## config.mk

```make
export PLATFORM = sky130hd
export DESIGN_NAME = asm_mover
export DESIGN_NICKNAME = d
export VERILOG_FILES = /design/src/logic/asm_pkg.sv /design/src/logic/asm_stream_if.sv /design/src/logic/asm_sample_fifo.sv /design/src/logic/asm_view_map.sv /design/src/logic/asm_mover.sv
export SDC_FILE = /design/constraint.sdc
export NUM_CORES = 1
export LEC_CHECK = 0
export ABC_CLOCK_PERIOD_IN_PS = 9200
export BUFFER_PORTS_ARGS = -buffer_cell sky130_fd_sc_hd__buf_2
export CAP_MARGIN = 20
export CORE_ASPECT_RATIO = 1.5
export CORE_MARGIN = 1
export CORE_UTILIZATION = 35
export CTS_BUF_LIST = sky130_fd_sc_hd__clkbuf_8
export DETAILED_ROUTE_END_ITERATION = 12
export SYNTH_ARGS = -nofsm -noshare
export SYNTH_HDL_FRONTEND = slang
export SYNTH_SLANG_ARGS = --single-unit
```

## constraint.sdc

```tcl
create_clock -name core_clk -period 9.2 [get_ports core_clk]
set_input_delay 0.92 -clock core_clk [delete_from_list [all_inputs] [get_ports core_clk]]
set_output_delay 0.92 -clock core_clk [all_outputs]
set_load 0.05 [all_outputs]
```

## src/logic/asm_pkg.sv

```systemverilog
// Shared constants, types and helpers for the audio sample mover.
// Assumes a single core clock; ring indices stay below the ring size.
`default_nettype none
package asm_pkg;
   localparam int unsigned SMP_W = 16;
   localparam int unsigned IDX_W = 9;
   localparam int unsigned ADR_W = 16;
   localparam int unsigned BUF_W = 32;
   localparam int unsigned BUF_DEPTH = 16;
   localparam logic [IDX_W-1:0] RING_WORDS = 9'h180;
   localparam logic [IDX_W-1:0] HALF_WORDS = 9'h0C0;
   localparam logic [ADR_W-1:0] IN_RING_BASE = 16'h1800;
   localparam logic [ADR_W-1:0] OUT_RING_BASE = 16'h1800;
   localparam logic [IDX_W-1:0] BLOCK_LEN = 9'h020;
   localparam logic [7:0] CONV_DIV = 8'h40;
   localparam logic [SMP_W-1:0] MUTE_LEVEL = 16'h0000;

   typedef enum logic [1:0] {
      MODE_MONO   = 2'b00,
      MODE_SIMPLE = 2'b01,
      MODE_MIXED  = 2'b10,
      MODE_FULL   = 2'b11
   } asm_mode_t;

   typedef enum logic [2:0] {
      ST_IDLE = 3'b000,
      ST_WR_A = 3'b001,
      ST_WR_B = 3'b010,
      ST_RD_A = 3'b011,
      ST_RD_B = 3'b100
   } asm_state_t;

   // Adds two indices modulo span; both must already be below span.
   function automatic logic [IDX_W-1:0] ring_add(
      input logic [IDX_W-1:0] p,
      input logic [IDX_W-1:0] n,
      input logic [IDX_W-1:0] span);
      logic [IDX_W:0] s;
      s = {1'b0, p} + {1'b0, n};
      if (s >= {1'b0, span}) begin
         s = s - {1'b0, span};
      end
      return s[IDX_W-1:0];
   endfunction

   function automatic logic [ADR_W-1:0] ring_abs(
      input logic [ADR_W-1:0] base,
      input logic [IDX_W-1:0] idx);
      return base + {{(ADR_W-IDX_W){1'b0}}, idx};
   endfunction
endpackage
`default_nettype wire

```

## src/logic/asm_stream_if.sv

```systemverilog
// Valid/ready word stream between the mover's own modules.
// Assumes source and sink share one clock.
`timescale 1ns/1ps
`default_nettype none
interface asm_stream_if #(parameter int unsigned W = 32);
   logic         valid;
   logic         ready;
   logic [W-1:0] data;
   modport src (output valid, output data, input ready);
   modport snk (input valid, input data, output ready);
endinterface
`default_nettype wire

```

## src/logic/asm_sample_fifo.sv

```systemverilog
// Synchronous FIFO buffering captured sample frames.
// Assumes one clock and a synchronous-released active-low reset.
`timescale 1ns/1ps
`default_nettype none
module asm_sample_fifo import asm_pkg::*; #(
   parameter int unsigned W     = BUF_W,
   parameter int unsigned DEPTH = BUF_DEPTH
) (
   input  wire logic   clk,
   input  wire logic   rst_n,
   asm_stream_if.snk   wr,
   asm_stream_if.src   rd
);
   localparam int unsigned AW = $clog2(DEPTH);
   logic [W-1:0] mem [DEPTH];
   logic [AW:0]  wp_r;
   logic [AW:0]  rp_r;
   logic         full;
   logic         empty;

   assign empty    = (wp_r == rp_r);
   assign full     = (wp_r[AW-1:0] == rp_r[AW-1:0]) && (wp_r[AW] != rp_r[AW]);
   assign wr.ready = !full;
   assign rd.valid = !empty;
   assign rd.data  = mem[rp_r[AW-1:0]];

   always_ff @(posedge clk) begin
      if (wr.valid && !full) begin
         mem[wp_r[AW-1:0]] <= wr.data;
      end
   end

   always_ff @(posedge clk or negedge rst_n) begin
      if (!rst_n) begin
         wp_r <= '0;
      end else if (wr.valid && !full) begin
         wp_r <= wp_r + 1'b1;
      end
   end

   always_ff @(posedge clk or negedge rst_n) begin
      if (!rst_n) begin
         rp_r <= '0;
      end else if (rd.ready && !empty) begin
         rp_r <= rp_r + 1'b1;
      end
   end
endmodule // asm_sample_fifo
`default_nettype wire

```

## src/logic/asm_view_map.sv

```systemverilog
// Fixed-anchor view: maps an offset from the newest block to a RAM address.
// Assumes anchor and offset are below span; answer is one cycle late.
`timescale 1ns/1ps
`default_nettype none
module asm_view_map import asm_pkg::*; (
   input  wire logic             clk,
   input  wire logic             rst_n,
   input  wire logic [ADR_W-1:0] base,
   input  wire logic [IDX_W-1:0] anchor,
   input  wire logic [IDX_W-1:0] span,
   input  wire logic [IDX_W-1:0] ofs,
   output logic      [ADR_W-1:0] addr_r
);
   logic [IDX_W-1:0] ofs_lim;

   // Offsets past the ring fold back once, so the address stays in it for offsets below twice the span.
   assign ofs_lim = (ofs >= span) ? ofs - span : ofs;

   always_ff @(posedge clk or negedge rst_n) begin
      if (!rst_n) begin
         addr_r <= 16'h0000;
      end else begin
         addr_r <= ring_abs(base, ring_add(anchor, ofs_lim, span));
      end
   end
endmodule // asm_view_map
`default_nettype wire

```

## src/logic/asm_mover.sv

```systemverilog
// Audio sample mover: converter samples to RAM rings and back out.
// Assumes the shared RAM answers with mem_gnt, read data valid with it,
// and converter data stays stable for a whole sample period.
//
// Operation
// - Move input samples in, output samples out.
// - Rings live in RAM shared with core.
// - Normal view newest block moves forward.
// - Fixed-anchor view keeps newest block still.
// - Four channel layouts steer ring placement.
// - Mono layout stores samples consecutively.
// - Simple stereo: interleave in, lower out.
// - Mixed: input halves, output lower half.
// - Full stereo interleaves both directions.
// - Low battery mutes the output automatically.
// - Input ring kept filled, output ring drained, without software help.
// - Sample rate comes from converter clock.
`timescale 1ns/1ps
`default_nettype none
module asm_mover import asm_pkg::*; (
   input  wire logic             core_clk,
   input  wire logic             arst_n,
   input  wire logic             conv_clk,
   input  wire logic             low_batt,
   input  wire logic [1:0]       audio_mode,
   input  wire logic [SMP_W-1:0] adc_ch0,
   input  wire logic [SMP_W-1:0] adc_ch1,
   output logic      [SMP_W-1:0] dac_ch0_r,
   output logic      [SMP_W-1:0] dac_ch1_r,
   output logic                  mute_r,
   output logic                  mem_req,
   output logic                  mem_we_r,
   output logic                  mem_bank_r,
   output logic      [ADR_W-1:0] mem_addr_r,
   output logic      [SMP_W-1:0] mem_wdata_r,
   input  wire logic             mem_gnt,
   input  wire logic [SMP_W-1:0] mem_rdata,
   input  wire logic [IDX_W-1:0] smart_in_ofs,
   output logic      [ADR_W-1:0] smart_in_addr_r,
   input  wire logic [IDX_W-1:0] smart_out_ofs,
   output logic      [ADR_W-1:0] smart_out_addr_r,
   output logic      [ADR_W-1:0] in_newest_addr_r,
   output logic                  blk_full_pulse_r,
   input  wire logic             overrun_clr,
   output logic                  overrun_r
);
   logic [1:0]       rst_sync_r;
   logic             rst_n;
   logic [2:0]       conv_sync_r;
   logic [2:0]       batt_sync_r;
   logic             conv_lvl_r;
   logic             conv_prev_r;
   logic [7:0]       div_cnt_r;
   logic             tick_r;
   logic             cap_valid_r;
   logic [BUF_W-1:0] cap_data_r;
   asm_state_t       state_r;
   asm_mode_t        mode_r;
   logic [BUF_W-1:0] frame_r;
   logic [IDX_W-1:0] in_wp_r;
   logic [IDX_W-1:0] in_blk_start_r;
   logic [IDX_W-1:0] in_newest_r;
   logic [IDX_W-1:0] in_blk_cnt_r;
   logic [IDX_W-1:0] out_rp_r;
   logic [IDX_W-1:0] out_blk_start_r;
   logic [IDX_W-1:0] out_blk_cnt_r;
   logic             fetch_pend_r;
   logic [SMP_W-1:0] next_ch0_r;
   logic [SMP_W-1:0] next_ch1_r;
   logic             in_two;
   logic             in_done;
   logic             out_done;
   logic [IDX_W-1:0] in_span;
   logic [IDX_W-1:0] in_step;
   logic [IDX_W-1:0] out_span;
   logic [IDX_W-1:0] out_step;
   logic [IDX_W-1:0] in_idx_b;

   asm_stream_if #(.W(BUF_W)) cap_s ();
   asm_stream_if #(.W(BUF_W)) eng_s ();

   always_ff @(posedge core_clk or negedge arst_n) begin
      if (!arst_n) begin
         rst_sync_r <= 2'b00;
      end else begin
         rst_sync_r <= {rst_sync_r[0], 1'b1};
      end
   end
   assign rst_n = rst_sync_r[1];

   always_ff @(posedge core_clk or negedge rst_n) begin
      if (!rst_n) begin
         conv_sync_r <= 3'b000;
         batt_sync_r <= 3'b000;
      end else begin
         conv_sync_r <= {conv_sync_r[1:0], conv_clk};
         batt_sync_r <= {batt_sync_r[1:0], low_batt};
      end
   end

   // A pin level counts only once the last two stages agree.
   always_ff @(posedge core_clk or negedge rst_n) begin
      if (!rst_n) begin
         conv_lvl_r  <= 1'b0;
         conv_prev_r <= 1'b0;
      end else begin
         if (conv_sync_r[1] == conv_sync_r[2]) begin
            conv_lvl_r <= conv_sync_r[2];
         end
         conv_prev_r <= conv_lvl_r;
      end
   end

   always_ff @(posedge core_clk or negedge rst_n) begin
      if (!rst_n) begin
         div_cnt_r <= 8'h00;
         tick_r    <= 1'b0;
      end else begin
         tick_r <= 1'b0;
         if (conv_lvl_r && !conv_prev_r) begin
            if (div_cnt_r == CONV_DIV - 8'h01) begin
               div_cnt_r <= 8'h00;
               tick_r    <= 1'b1;
            end else begin
               div_cnt_r <= div_cnt_r + 8'h01;
            end
         end
      end
   end

   always_ff @(posedge core_clk or negedge rst_n) begin
      if (!rst_n) begin
         mute_r <= 1'b0;
      end else if (batt_sync_r[1] == batt_sync_r[2]) begin
         mute_r <= batt_sync_r[2];
      end
   end

   // capture held until the buffer accepts it.
   always_ff @(posedge core_clk or negedge rst_n) begin
      if (!rst_n) begin
         cap_valid_r <= 1'b0;
         cap_data_r  <= 32'h0000_0000;
      end else if (tick_r) begin
         cap_valid_r <= 1'b1;
         cap_data_r  <= {adc_ch1, adc_ch0};
      end else if (cap_s.ready) begin
         cap_valid_r <= 1'b0;
      end
   end
   assign cap_s.valid = cap_valid_r;
   assign cap_s.data  = cap_data_r;

   // A new sample landing while the old one still waits replaces it, so the old one is lost.
   always_ff @(posedge core_clk or negedge rst_n) begin
      if (!rst_n) begin
         overrun_r <= 1'b0;
      end else if (tick_r && cap_valid_r && !cap_s.ready) begin
         overrun_r <= 1'b1;
      end else if (overrun_clr) begin
         overrun_r <= 1'b0;
      end
   end

   asm_sample_fifo #(.W(BUF_W), .DEPTH(BUF_DEPTH)) u_fifo (
      .clk   (core_clk),
      .rst_n (rst_n),
      .wr    (cap_s),
      .rd    (eng_s)
   );

   always_comb begin
      in_two   = 1'b1;
      in_span  = RING_WORDS;
      in_step  = 9'h002;
      in_idx_b = ring_add(in_wp_r, 9'h001, RING_WORDS);
      out_span = HALF_WORDS;
      out_step = 9'h001;
      case (mode_r)
         MODE_MONO: begin
            in_two   = 1'b0;
            in_step  = 9'h001;
            out_span = RING_WORDS;
         end
         MODE_SIMPLE: begin
            out_span = HALF_WORDS;
         end
         MODE_MIXED: begin
            in_span  = HALF_WORDS;
            in_step  = 9'h001;
            in_idx_b = in_wp_r + HALF_WORDS;
         end
         MODE_FULL: begin
            out_span = RING_WORDS;
            out_step = 9'h002;
         end
         default: begin
            in_two = 1'b1;
         end
      endcase
   end

   // A pending mode switch holds the buffer so no frame meets stale pointers.
   assign eng_s.ready = (state_r == ST_IDLE) && !fetch_pend_r &&
                        (mode_r == asm_mode_t'(audio_mode));
   assign mem_req     = (state_r != ST_IDLE);
   assign in_done     = mem_gnt && ((state_r == ST_WR_B) ||
                                    ((state_r == ST_WR_A) && !in_two));
   assign out_done    = mem_gnt && ((state_r == ST_RD_B) ||
                        ((state_r == ST_RD_A) && (mode_r != MODE_FULL)));

   // Mode only changes between accesses; pointers restart with it.
   always_ff @(posedge core_clk or negedge rst_n) begin
      if (!rst_n) begin
         mode_r <= MODE_MONO;
      end else if (state_r == ST_IDLE) begin
         mode_r <= asm_mode_t'(audio_mode);
      end
   end

   always_ff @(posedge core_clk or negedge rst_n) begin
      if (!rst_n) begin
         state_r     <= ST_IDLE;
         frame_r     <= 32'h0000_0000;
         mem_we_r    <= 1'b0;
         mem_bank_r  <= 1'b0;
         mem_addr_r  <= 16'h0000;
         mem_wdata_r <= 16'h0000;
      end else begin
         case (state_r)
            ST_IDLE: begin
               // output prefetch wins so playback never starves.
               if (mode_r != asm_mode_t'(audio_mode)) begin
                  state_r <= ST_IDLE;
               end else if (fetch_pend_r) begin
                  state_r    <= ST_RD_A;
                  mem_we_r   <= 1'b0;
                  mem_bank_r <= 1'b1;
                  mem_addr_r <= ring_abs(OUT_RING_BASE, out_rp_r);
               end else if (eng_s.valid) begin
                  state_r     <= ST_WR_A;
                  frame_r     <= eng_s.data;
                  mem_we_r    <= 1'b1;
                  mem_bank_r  <= 1'b0;
                  mem_addr_r  <= ring_abs(IN_RING_BASE, in_wp_r);
                  mem_wdata_r <= eng_s.data[SMP_W-1:0];
               end
            end
            ST_WR_A: begin
               if (mem_gnt && in_two) begin
                  state_r     <= ST_WR_B;
                  mem_addr_r  <= ring_abs(IN_RING_BASE, in_idx_b);
                  mem_wdata_r <= frame_r[BUF_W-1:SMP_W];
               end else if (mem_gnt) begin
                  state_r  <= ST_IDLE;
                  mem_we_r <= 1'b0;
               end
            end
            ST_RD_A: begin
               if (mem_gnt && (mode_r == MODE_FULL)) begin
                  state_r    <= ST_RD_B;
                  mem_addr_r <= ring_abs(OUT_RING_BASE,
                                ring_add(out_rp_r, 9'h001, out_span));
               end else if (mem_gnt) begin
                  state_r <= ST_IDLE;
               end
            end
            ST_WR_B, ST_RD_B: begin
               if (mem_gnt) begin
                  state_r  <= ST_IDLE;
                  mem_we_r <= 1'b0;
               end
            end
            default: begin
               state_r <= ST_IDLE;
            end
         endcase
      end
   end

   // input write pointer and newest block.
   always_ff @(posedge core_clk or negedge rst_n) begin
      if (!rst_n) begin
         in_wp_r          <= 9'h000;
         in_blk_start_r   <= 9'h000;
         in_newest_r      <= 9'h000;
         in_blk_cnt_r     <= 9'h000;
         blk_full_pulse_r <= 1'b0;
      end else if (state_r == ST_IDLE &&
                   mode_r != asm_mode_t'(audio_mode)) begin
         in_wp_r          <= 9'h000;
         in_blk_start_r   <= 9'h000;
         in_blk_cnt_r     <= 9'h000;
         blk_full_pulse_r <= 1'b0;
      end else begin
         blk_full_pulse_r <= 1'b0;
         if (in_done) begin
            in_wp_r <= ring_add(in_wp_r, in_step, in_span);
            if (in_blk_cnt_r == BLOCK_LEN - 9'h001) begin
               in_blk_cnt_r     <= 9'h000;
               in_newest_r      <= in_blk_start_r;
               in_blk_start_r   <= ring_add(in_wp_r, in_step, in_span);
               blk_full_pulse_r <= 1'b1;
            end else begin
               in_blk_cnt_r <= in_blk_cnt_r + 9'h001;
            end
         end
      end
   end

   always_ff @(posedge core_clk or negedge rst_n) begin
      if (!rst_n) begin
         in_newest_addr_r <= 16'h0000;
      end else begin
         in_newest_addr_r <= ring_abs(IN_RING_BASE, in_newest_r);
      end
   end

   // output read pointer and block tracking.
   always_ff @(posedge core_clk or negedge rst_n) begin
      if (!rst_n) begin
         out_rp_r        <= 9'h000;
         out_blk_start_r <= 9'h000;
         out_blk_cnt_r   <= 9'h000;
      end else if (state_r == ST_IDLE &&
                   mode_r != asm_mode_t'(audio_mode)) begin
         out_rp_r        <= 9'h000;
         out_blk_start_r <= 9'h000;
         out_blk_cnt_r   <= 9'h000;
      end else if (out_done) begin
         out_rp_r <= ring_add(out_rp_r, out_step, out_span);
         if (out_blk_cnt_r == BLOCK_LEN - 9'h001) begin
            out_blk_cnt_r   <= 9'h000;
            out_blk_start_r <= ring_add(out_rp_r, out_step, out_span);
         end else begin
            out_blk_cnt_r <= out_blk_cnt_r + 9'h001;
         end
      end
   end

   // Prefetch request: a tick wins over the clear of the same cycle.
   always_ff @(posedge core_clk or negedge rst_n) begin
      if (!rst_n) begin
         fetch_pend_r <= 1'b0;
      end else if (tick_r) begin
         fetch_pend_r <= 1'b1;
      end else if (out_done) begin
         fetch_pend_r <= 1'b0;
      end
   end

   always_ff @(posedge core_clk or negedge rst_n) begin
      if (!rst_n) begin
         next_ch0_r <= 16'h0000;
         next_ch1_r <= 16'h0000;
      end else if (mem_gnt && state_r == ST_RD_A) begin
         next_ch0_r <= mem_rdata;
         next_ch1_r <= (mode_r == MODE_FULL) ? next_ch1_r : MUTE_LEVEL;
      end else if (mem_gnt && state_r == ST_RD_B) begin
         next_ch1_r <= mem_rdata;
      end
   end

   // output stage fed once per sample period.
   always_ff @(posedge core_clk or negedge rst_n) begin
      if (!rst_n) begin
         dac_ch0_r <= 16'h0000;
         dac_ch1_r <= 16'h0000;
      end else if (tick_r) begin
         dac_ch0_r <= mute_r ? MUTE_LEVEL : next_ch0_r;
         dac_ch1_r <= mute_r ? MUTE_LEVEL : next_ch1_r;
      end
   end

   asm_view_map u_in_view (
      .clk    (core_clk),
      .rst_n  (rst_n),
      .base   (IN_RING_BASE),
      .anchor (in_newest_r),
      .span   (in_span),
      .ofs    (smart_in_ofs),
      .addr_r (smart_in_addr_r)
   );

   asm_view_map u_out_view (
      .clk    (core_clk),
      .rst_n  (rst_n),
      .base   (OUT_RING_BASE),
      .anchor (out_blk_start_r),
      .span   (out_span),
      .ofs    (smart_out_ofs),
      .addr_r (smart_out_addr_r)
   );
endmodule // asm_mover
`default_nettype wire

```

Yosys cells after proc, flatten, opt, wreduce, memory -nomap -nowiden:

Memories as Yosys holds them, arrays and structs flattened.
Index checks and enable logic that the tools add are counted.

* $add $sub $neg: 27
* magnitude comparators: 8
* equal/unequal tests: 28
* multiplexer cells: 77
* bitwise gates (word level): 4
* reduce and logical (&&, ||, !) cells: 48

Operators by type and width (count)
* $mux W9: 29
* $mux W16: 14
* $add A13 B9 Y14 const A: 7
* $sub A9 B9 Y9: 7
* $ge A10 B9 Y1: 5
* $pmux W16 S3: 1
* $pmux W16 S2: 1
* $mux W1: 21
* $add A9 B1 Y10 const B: 2
* $add A9 B2 Y10: 2
* $add A9 B9 Y10: 2
* $add A9 B1 Y9 const B: 2
* $eq A9 B5 Y1 const B: 2
* $ge A9 B9 Y1: 2
* $mux W3: 6
* $ne A2 B2 Y1 const B: 9
* $logic_and A1 B1 Y1: 17
* $reduce_bool A2 Y1: 8
* $pmux W3 S4: 1
* $add A5 B1 Y5 const B: 2
* $ge A10 B9 Y1 const B: 1
* $reduce_and A5 Y1: 2
* $add A9 B8 Y9 const B: 1
* $reduce_bool A3 Y1: 3
* other kinds (28): 45

* flip-flop bits (word level): 310
* memory bits (writable): 512
* input bits: 74
* output and inout port bits: 118
* logic and storage cells: 229
* memories kept: 1

Memory list
* u_fifo.mem: depth 16, width 32, rd ports 1, clocked after Yosys merged registers in 0, wr ports 1, RTL line asm_sample_fifo.sv:15 `logic [W-1:0] mem [DEPTH];`

Depth between registers and ports, before layout:

* depth in word-level cells: 10
* gate-level depth with buffers: 19
* gate-level depth less buffers: 19

Cells and area by module:

A second synthesis with hierarchy kept.

* cell total of the unflattened synthesis: 2493
* area total of the unflattened synthesis: 36186.0 µm²

By module, submodules not included
* asm_sample_fifo: instances 1, cells each 866, area each 19936.6 µm², sequential area each 15625.0 µm²
* asm_mover: instances 1, cells each 1080, area each 11482.3 µm², sequential area each 6055.8 µm²
* asm_view_map at u_in_view: instances 1, cells each 288, area each 2429.8 µm², sequential area each 400.4 µm²
* asm_view_map at u_out_view: instances 1, cells each 259, area each 2337.2 µm², sequential area each 400.4 µm²

Least setup slack after synthesis:

Ideal clock, no wire load.

* path type: register to register
* from: reg u_fifo.rp_r[2]
* to: mem u_fifo.mem[1][0] (enable)
* library setup time: 502 ps
* arrival: 4089 ps
* data required time: 8698 ps
* slack: 4610 ps
* stages on the path, launching flop included: 7
* path buffers: 1
* clock period less this slack: 4590 ps
* cells stage by stage: dfrtp_1 -> buf_2 -> xor2_1 -> nor4_4 -> nand2_1 -> nand2_1 -> nor4_1

* longest elaborated chain between the ends: 6

RTL lines
* start, declared: RTL line asm_sample_fifo.sv:17 `logic [AW:0] rp_r;`
* start signal, assigned: RTL line asm_sample_fifo.sv:45 `rp_r <= rp_r + 1'b1;`
* $eq A4 B4 Y1: RTL line asm_sample_fifo.sv:22 `assign full = (wp_r[AW-1:0] == rp_r[AW-1:0]) && (wp_r[AW] != rp_r[AW]);`
* $logic_and A1 B1 Y1: RTL line asm_sample_fifo.sv:22
* $logic_not A1 Y1
* $logic_and A1 B1 Y1: RTL line asm_sample_fifo.sv:28 `if (wr.valid && !full) begin`
* $mux W1: RTL line asm_sample_fifo.sv:28
* $mux W1 (not written as such): RTL line asm_sample_fifo.sv:29 `mem[wp_r[AW-1:0]] <= wr.data;`
* end, declared: RTL line asm_sample_fifo.sv:15

No other way between the ends.

Worst setup path in the final report:

* from: reg mode_r[0]
* to: reg u_in_view.addr_r[6]

* longest elaborated chain between the ends: 8
* elaborated cells between the ends (all ways): 10
* those cells by class: add/sub: 4; order compare: 2; eq/ne: 1; mux: 3

RTL lines
* start, declared: RTL line asm_mover.sv:58 `asm_mode_t mode_r;`
* start signal, assigned: RTL line asm_mover.sv:217 `mode_r <= asm_mode_t'(audio_mode);`
* $eq A2 B2 Y1 *: RTL line asm_mover.sv:179 `case (mode_r)`
* $mux W9 *: RTL line asm_mover.sv:179
* $sub A9 B9 Y9 / $ge A9 B9 Y1 (equally long branches): RTL line asm_view_map.sv:17 `assign ofs_lim = (ofs >= span) ? ofs - span : ofs;`
* $mux W9: RTL line asm_view_map.sv:17
* $add A9 B9 Y10: RTL line asm_pkg.sv:39 `s = {1'b0, p} + {1'b0, n};`
* $sub A9 B9 Y9 / $ge A10 B9 Y1 (equally long branches): RTL line asm_pkg.sv:41, asm_pkg.sv:40
* $mux W9 *: RTL line asm_pkg.sv:40 `if (s >= {1'b0, span}) begin`
* $add A13 B9 Y14 *: RTL line asm_pkg.sv:49 `return base + {{(ADR_W-IDX_W){1'b0}}, idx};`
* end signal, assigned: RTL line asm_view_map.sv:23 `addr_r <= ring_abs(base, ring_add(anchor, ofs_lim, span));`
* end, declared: RTL line asm_view_map.sv:12 `output logic [ADR_W-1:0] addr_r`

Mark *: on every way between the ends. The rest lies on a longest branch, timed or not.
A chain may end at the register's enable or synchronous reset.

==> qor.yml <==
run_status:
  outcome: "finished clean"
global_route:
  grt_usage_pct: 16.91
  grt_pass1_vias: 19591
  grt_max_degree: 148
  grt_antenna_before_repair: 4
  grt_first_pass_wirelength_mm: 120.4
  grt_remaining_overflow: 0
sta:
  setup_viol: 0
  worstMarginPinSlew_ns: 1.018
  period_share_pct: 58.83
  fmax_ghz: 0.1848
  fin_crit_ns: 5.412
  setup_tns_ns: 0
  finalHoldViolations: 0
  max_slew_margin_pct: 32.14
  maxSlewViolCount: 0
  clock_skew_ns: 0.02924
  timing.final.ws_setup_ns: 3.788
  worst_hold_slack_ns: 0.2539
  rsz0062_at_grt: "false"
logic_synthesis:
  syn_inst: 2030
  synth_ff_type: "edfxtp_1"
  syn-cell-area_um2: 33020
  ys_seq_area_share_pct: 67.02
  ys_warn_count: 0
  syn_area_per_cell_um2: 16.27
  synth-edff-count: 512
  async_flop_share_pct: 34.53
  ys_seq_elements: 782
  yosysUniqueCellTypes: 80
critical_path:
  crit_fanout: 16
  end_kind: "register"
  critPathRequiredTime_ns: 9.85
  path_class: "register to register"
  cp_data_arrival_time_ns: 6.06
  cp_common_cell: "ha_1"
  path_buf_inv: 1
  cp_slowest_stage_delay_ns: 0.64
  cp_top_family: "simple AND/OR/NAND/NOR gates"
  crit_slowest_cell: "ha_1"
  crit_chain: "inv_1 > ha_1 > ha_1 > or4b_2 > o41ai_1 > a31oi_1 > nand2_1 > o21ai_0 > ha_1 > o41ai_1 > xnor2_1 > ha_1 > nand2_1 > or4_1 > nor4_1 > a221oi_1 > mux2i_1"
  start_kind: "register"
cts:
  root_buffer: "clkbuf_8"
  cts_buffers: 118
  h-tree-depth: 3
  cts_resized: 0
  clock_latency_ns: 0.79
  cts_buffer_depth: 3
  post-cts-setup-buffers: 0
  cts_sinks: 782
  path_clk_slew_ns: 0.07
  cts_tree: "built"
floorplanning:
  pin_count: 192
  dieArea_um2: 95600
  core-area_um2: 93250
  start_util_pct: 35.41
  rows: 137
  die_width_um: 252.8
  fp.dieH_um: 378.2
min_path:
  hold_class: "input port to register"
placement:
  dp_hpwl_mm: 47.67
  place_area_um2: 35180
  dp_worst_setup_slack_ns: 3.918
  place_inst: 3376
  gp_congestion: 0.8638
  io_buffers: 171
route:
  vias_per_cell: 5.121
  ant_nets: 0
  vias: 18461
  drt_drc_violations_left: 0
  wire_per_inst_um: 22.05
  wirelength_mm: 79.49
  drt-pass1-iter-count: 5
  drt_iter0_markers: 1259
job:
  cap_violations: 0
pwr:
  irDropWorstVdd_mv: 0.1980
  leakagePower_uw: 0.01292
  p_per_area_nw_per_um2: 250.8
cells_and_area:
  layout.nets: 2384
  fin_cells: 3605
  finalInstanceArea_um2: 37630
  syn_to_final_growth_pct: 13.96
  drive_gt1_share_pct: 27.82
## registers in the layout, indices dropped and copies added, names as in the netlist, 5 cells and up
register / flops
u_in_view.addr_r: 9
out_blk_cnt_r: 9
in_wp_r: 9
out_blk_start_r: 9
dac_ch1_r: 16
in_newest_r: 9
mem_addr_r: 10
u_fifo.wp_r: 5
in_blk_cnt_r: 9
div_cnt_r: 8
in_newest_addr_r: 10
mem_wdata_r: 16
out_rp_r: 9
dac_ch0_r: 16
frame_r: 16
u_fifo.rp_r: 5
next_ch0_r: 16
in_blk_start_r: 9
next_ch1_r: 16
cap_data_r: 32
u_fifo.mem: 512
u_out_view.addr_r: 9
## stage by stage
step / utilization, % / total power, uW
after floorplan: - / 6063
after global placement: 37.70 / 6558
after detailed placement: 37.73 / 6636
after CTS: 40.34 / 9562
after global routing: 40.35 / 9917
final: 40.35 / 9437
## per-layer routing
layer / GRT usage (%) / vias to the layer above / part of all wire [%]
li1: - / 8182 / -
met1: 20.03 / 9610 / 39
met2: 29.83 / 526 / 53
met3: 3.719 / 141 / 5.5
met4: 6.289 / 2 / 2.7
met5: 0 / - / 0.016
## final cells by class
class,count,area (um^2)
diodes,3,7.507
clock buffers,139,1913
clock inverters,85,509.2
fillers,8595,55620
inverters,75,281.5
multi-input cells,1062,10040
flip-flops and latches,782,22150
well taps,1251,1565
repair buffers,208,1169
## cells in the final DEF (no fill, tap or decap), drive strengths merged, types with 9 or more instances in the layout
cell type / netlist / layout
xor2: 31 / 31
and2: 15 / 15
clkbuf: 50 / 139
inv: 75 / 124
a22o: 11 / 11
clkinv: 0 / 27
xnor2: 40 / 40
mux2: 83 / 83
o21ai: 100 / 100
nand3b: 34 / 34
nand3: 53 / 53
mux4: 160 / 160
nor3: 13 / 13
a21oi: 31 / 31
nand2: 128 / 128
nor2: 69 / 69
o31ai: 16 / 16
dfrtp: 270 / 270
nor4: 13 / 13
edfxtp: 512 / 512
conb: 2 / 22
and3: 9 / 9
mux2i: 32 / 32
ha: 59 / 59
nand4: 15 / 15
a21o: 13 / 13
buf: 81 / 207
nand2b: 11 / 11
## path summary, 6_finish.rpt
check                      depth (start not counted)           from                  end  slack, ns
min                                                1       conv_clk       conv_sync_r[0]       0.25
max in group asynchronous                          2  rst_sync_r[1]       next_ch1_r[12]       7.19
min reg2reg                                        0  rst_sync_r[1]       cap_data_r[15]       0.33
min in group asynchronous                          0  rst_sync_r[1]       cap_data_r[15]       0.33
max                                               17      mode_r[0]  u_in_view.addr_r[6]       3.79
max reg2reg                                       17      mode_r[0]  u_in_view.addr_r[6]       3.79
## cells in the mapped netlist (29+ instances only)
| master | count | area share, % |
|---|---|---|
| edfxtp_1 | 512 | 47 |
| dfrtp_1 | 270 | 20 |
| mux4_2 | 160 | 11 |
| nand2_1 | 126 | 1.4 |
| o21ai_0 | 96 | 1.5 |
| mux2_2 | 83 | 2.8 |
| inv_1 | 75 | 0.85 |
| nor2_1 | 69 | 0.78 |
| ha_1 | 59 | 2.2 |
| nand3_1 | 53 | 0.80 |
| clkbuf_1 | 48 | 0.55 |
| xnor2_1 | 39 | 1.0 |
| nand3b_1 | 33 | 0.75 |
| mux2i_1 | 32 | 0.97 |
| a21oi_1 | 31 | 0.47 |
| xor2_1 | 31 | 0.82 |
| buf_4 | 29 | 0.66 |
## power breakdown
group | internal [uW] | switching, uW
Clock | 1520 | 1370
Combinational | 872 | 1500
Sequential | 3950 | 231
## logic make-up (layout without fill, tap and decap cells)
family	Yosys count	after routing	share of synthesized area, %
simple gates	390	390	5.991
flops	782	782	67.02
buf+inv	206	507	3.031
xor+xnor	71	71	1.906
mux	275	275	14.71
other cells	2	25	0.02274
compound gates	239	239	4.774
fa+ha+maj	65	65	2.539
## repair_timing
item	in CTS	in global routing
hold buffers	1	0
hold endpoints to repair	2	0
endpoints found under the setup margin	0	0
(Power assumes the default switching activity.)
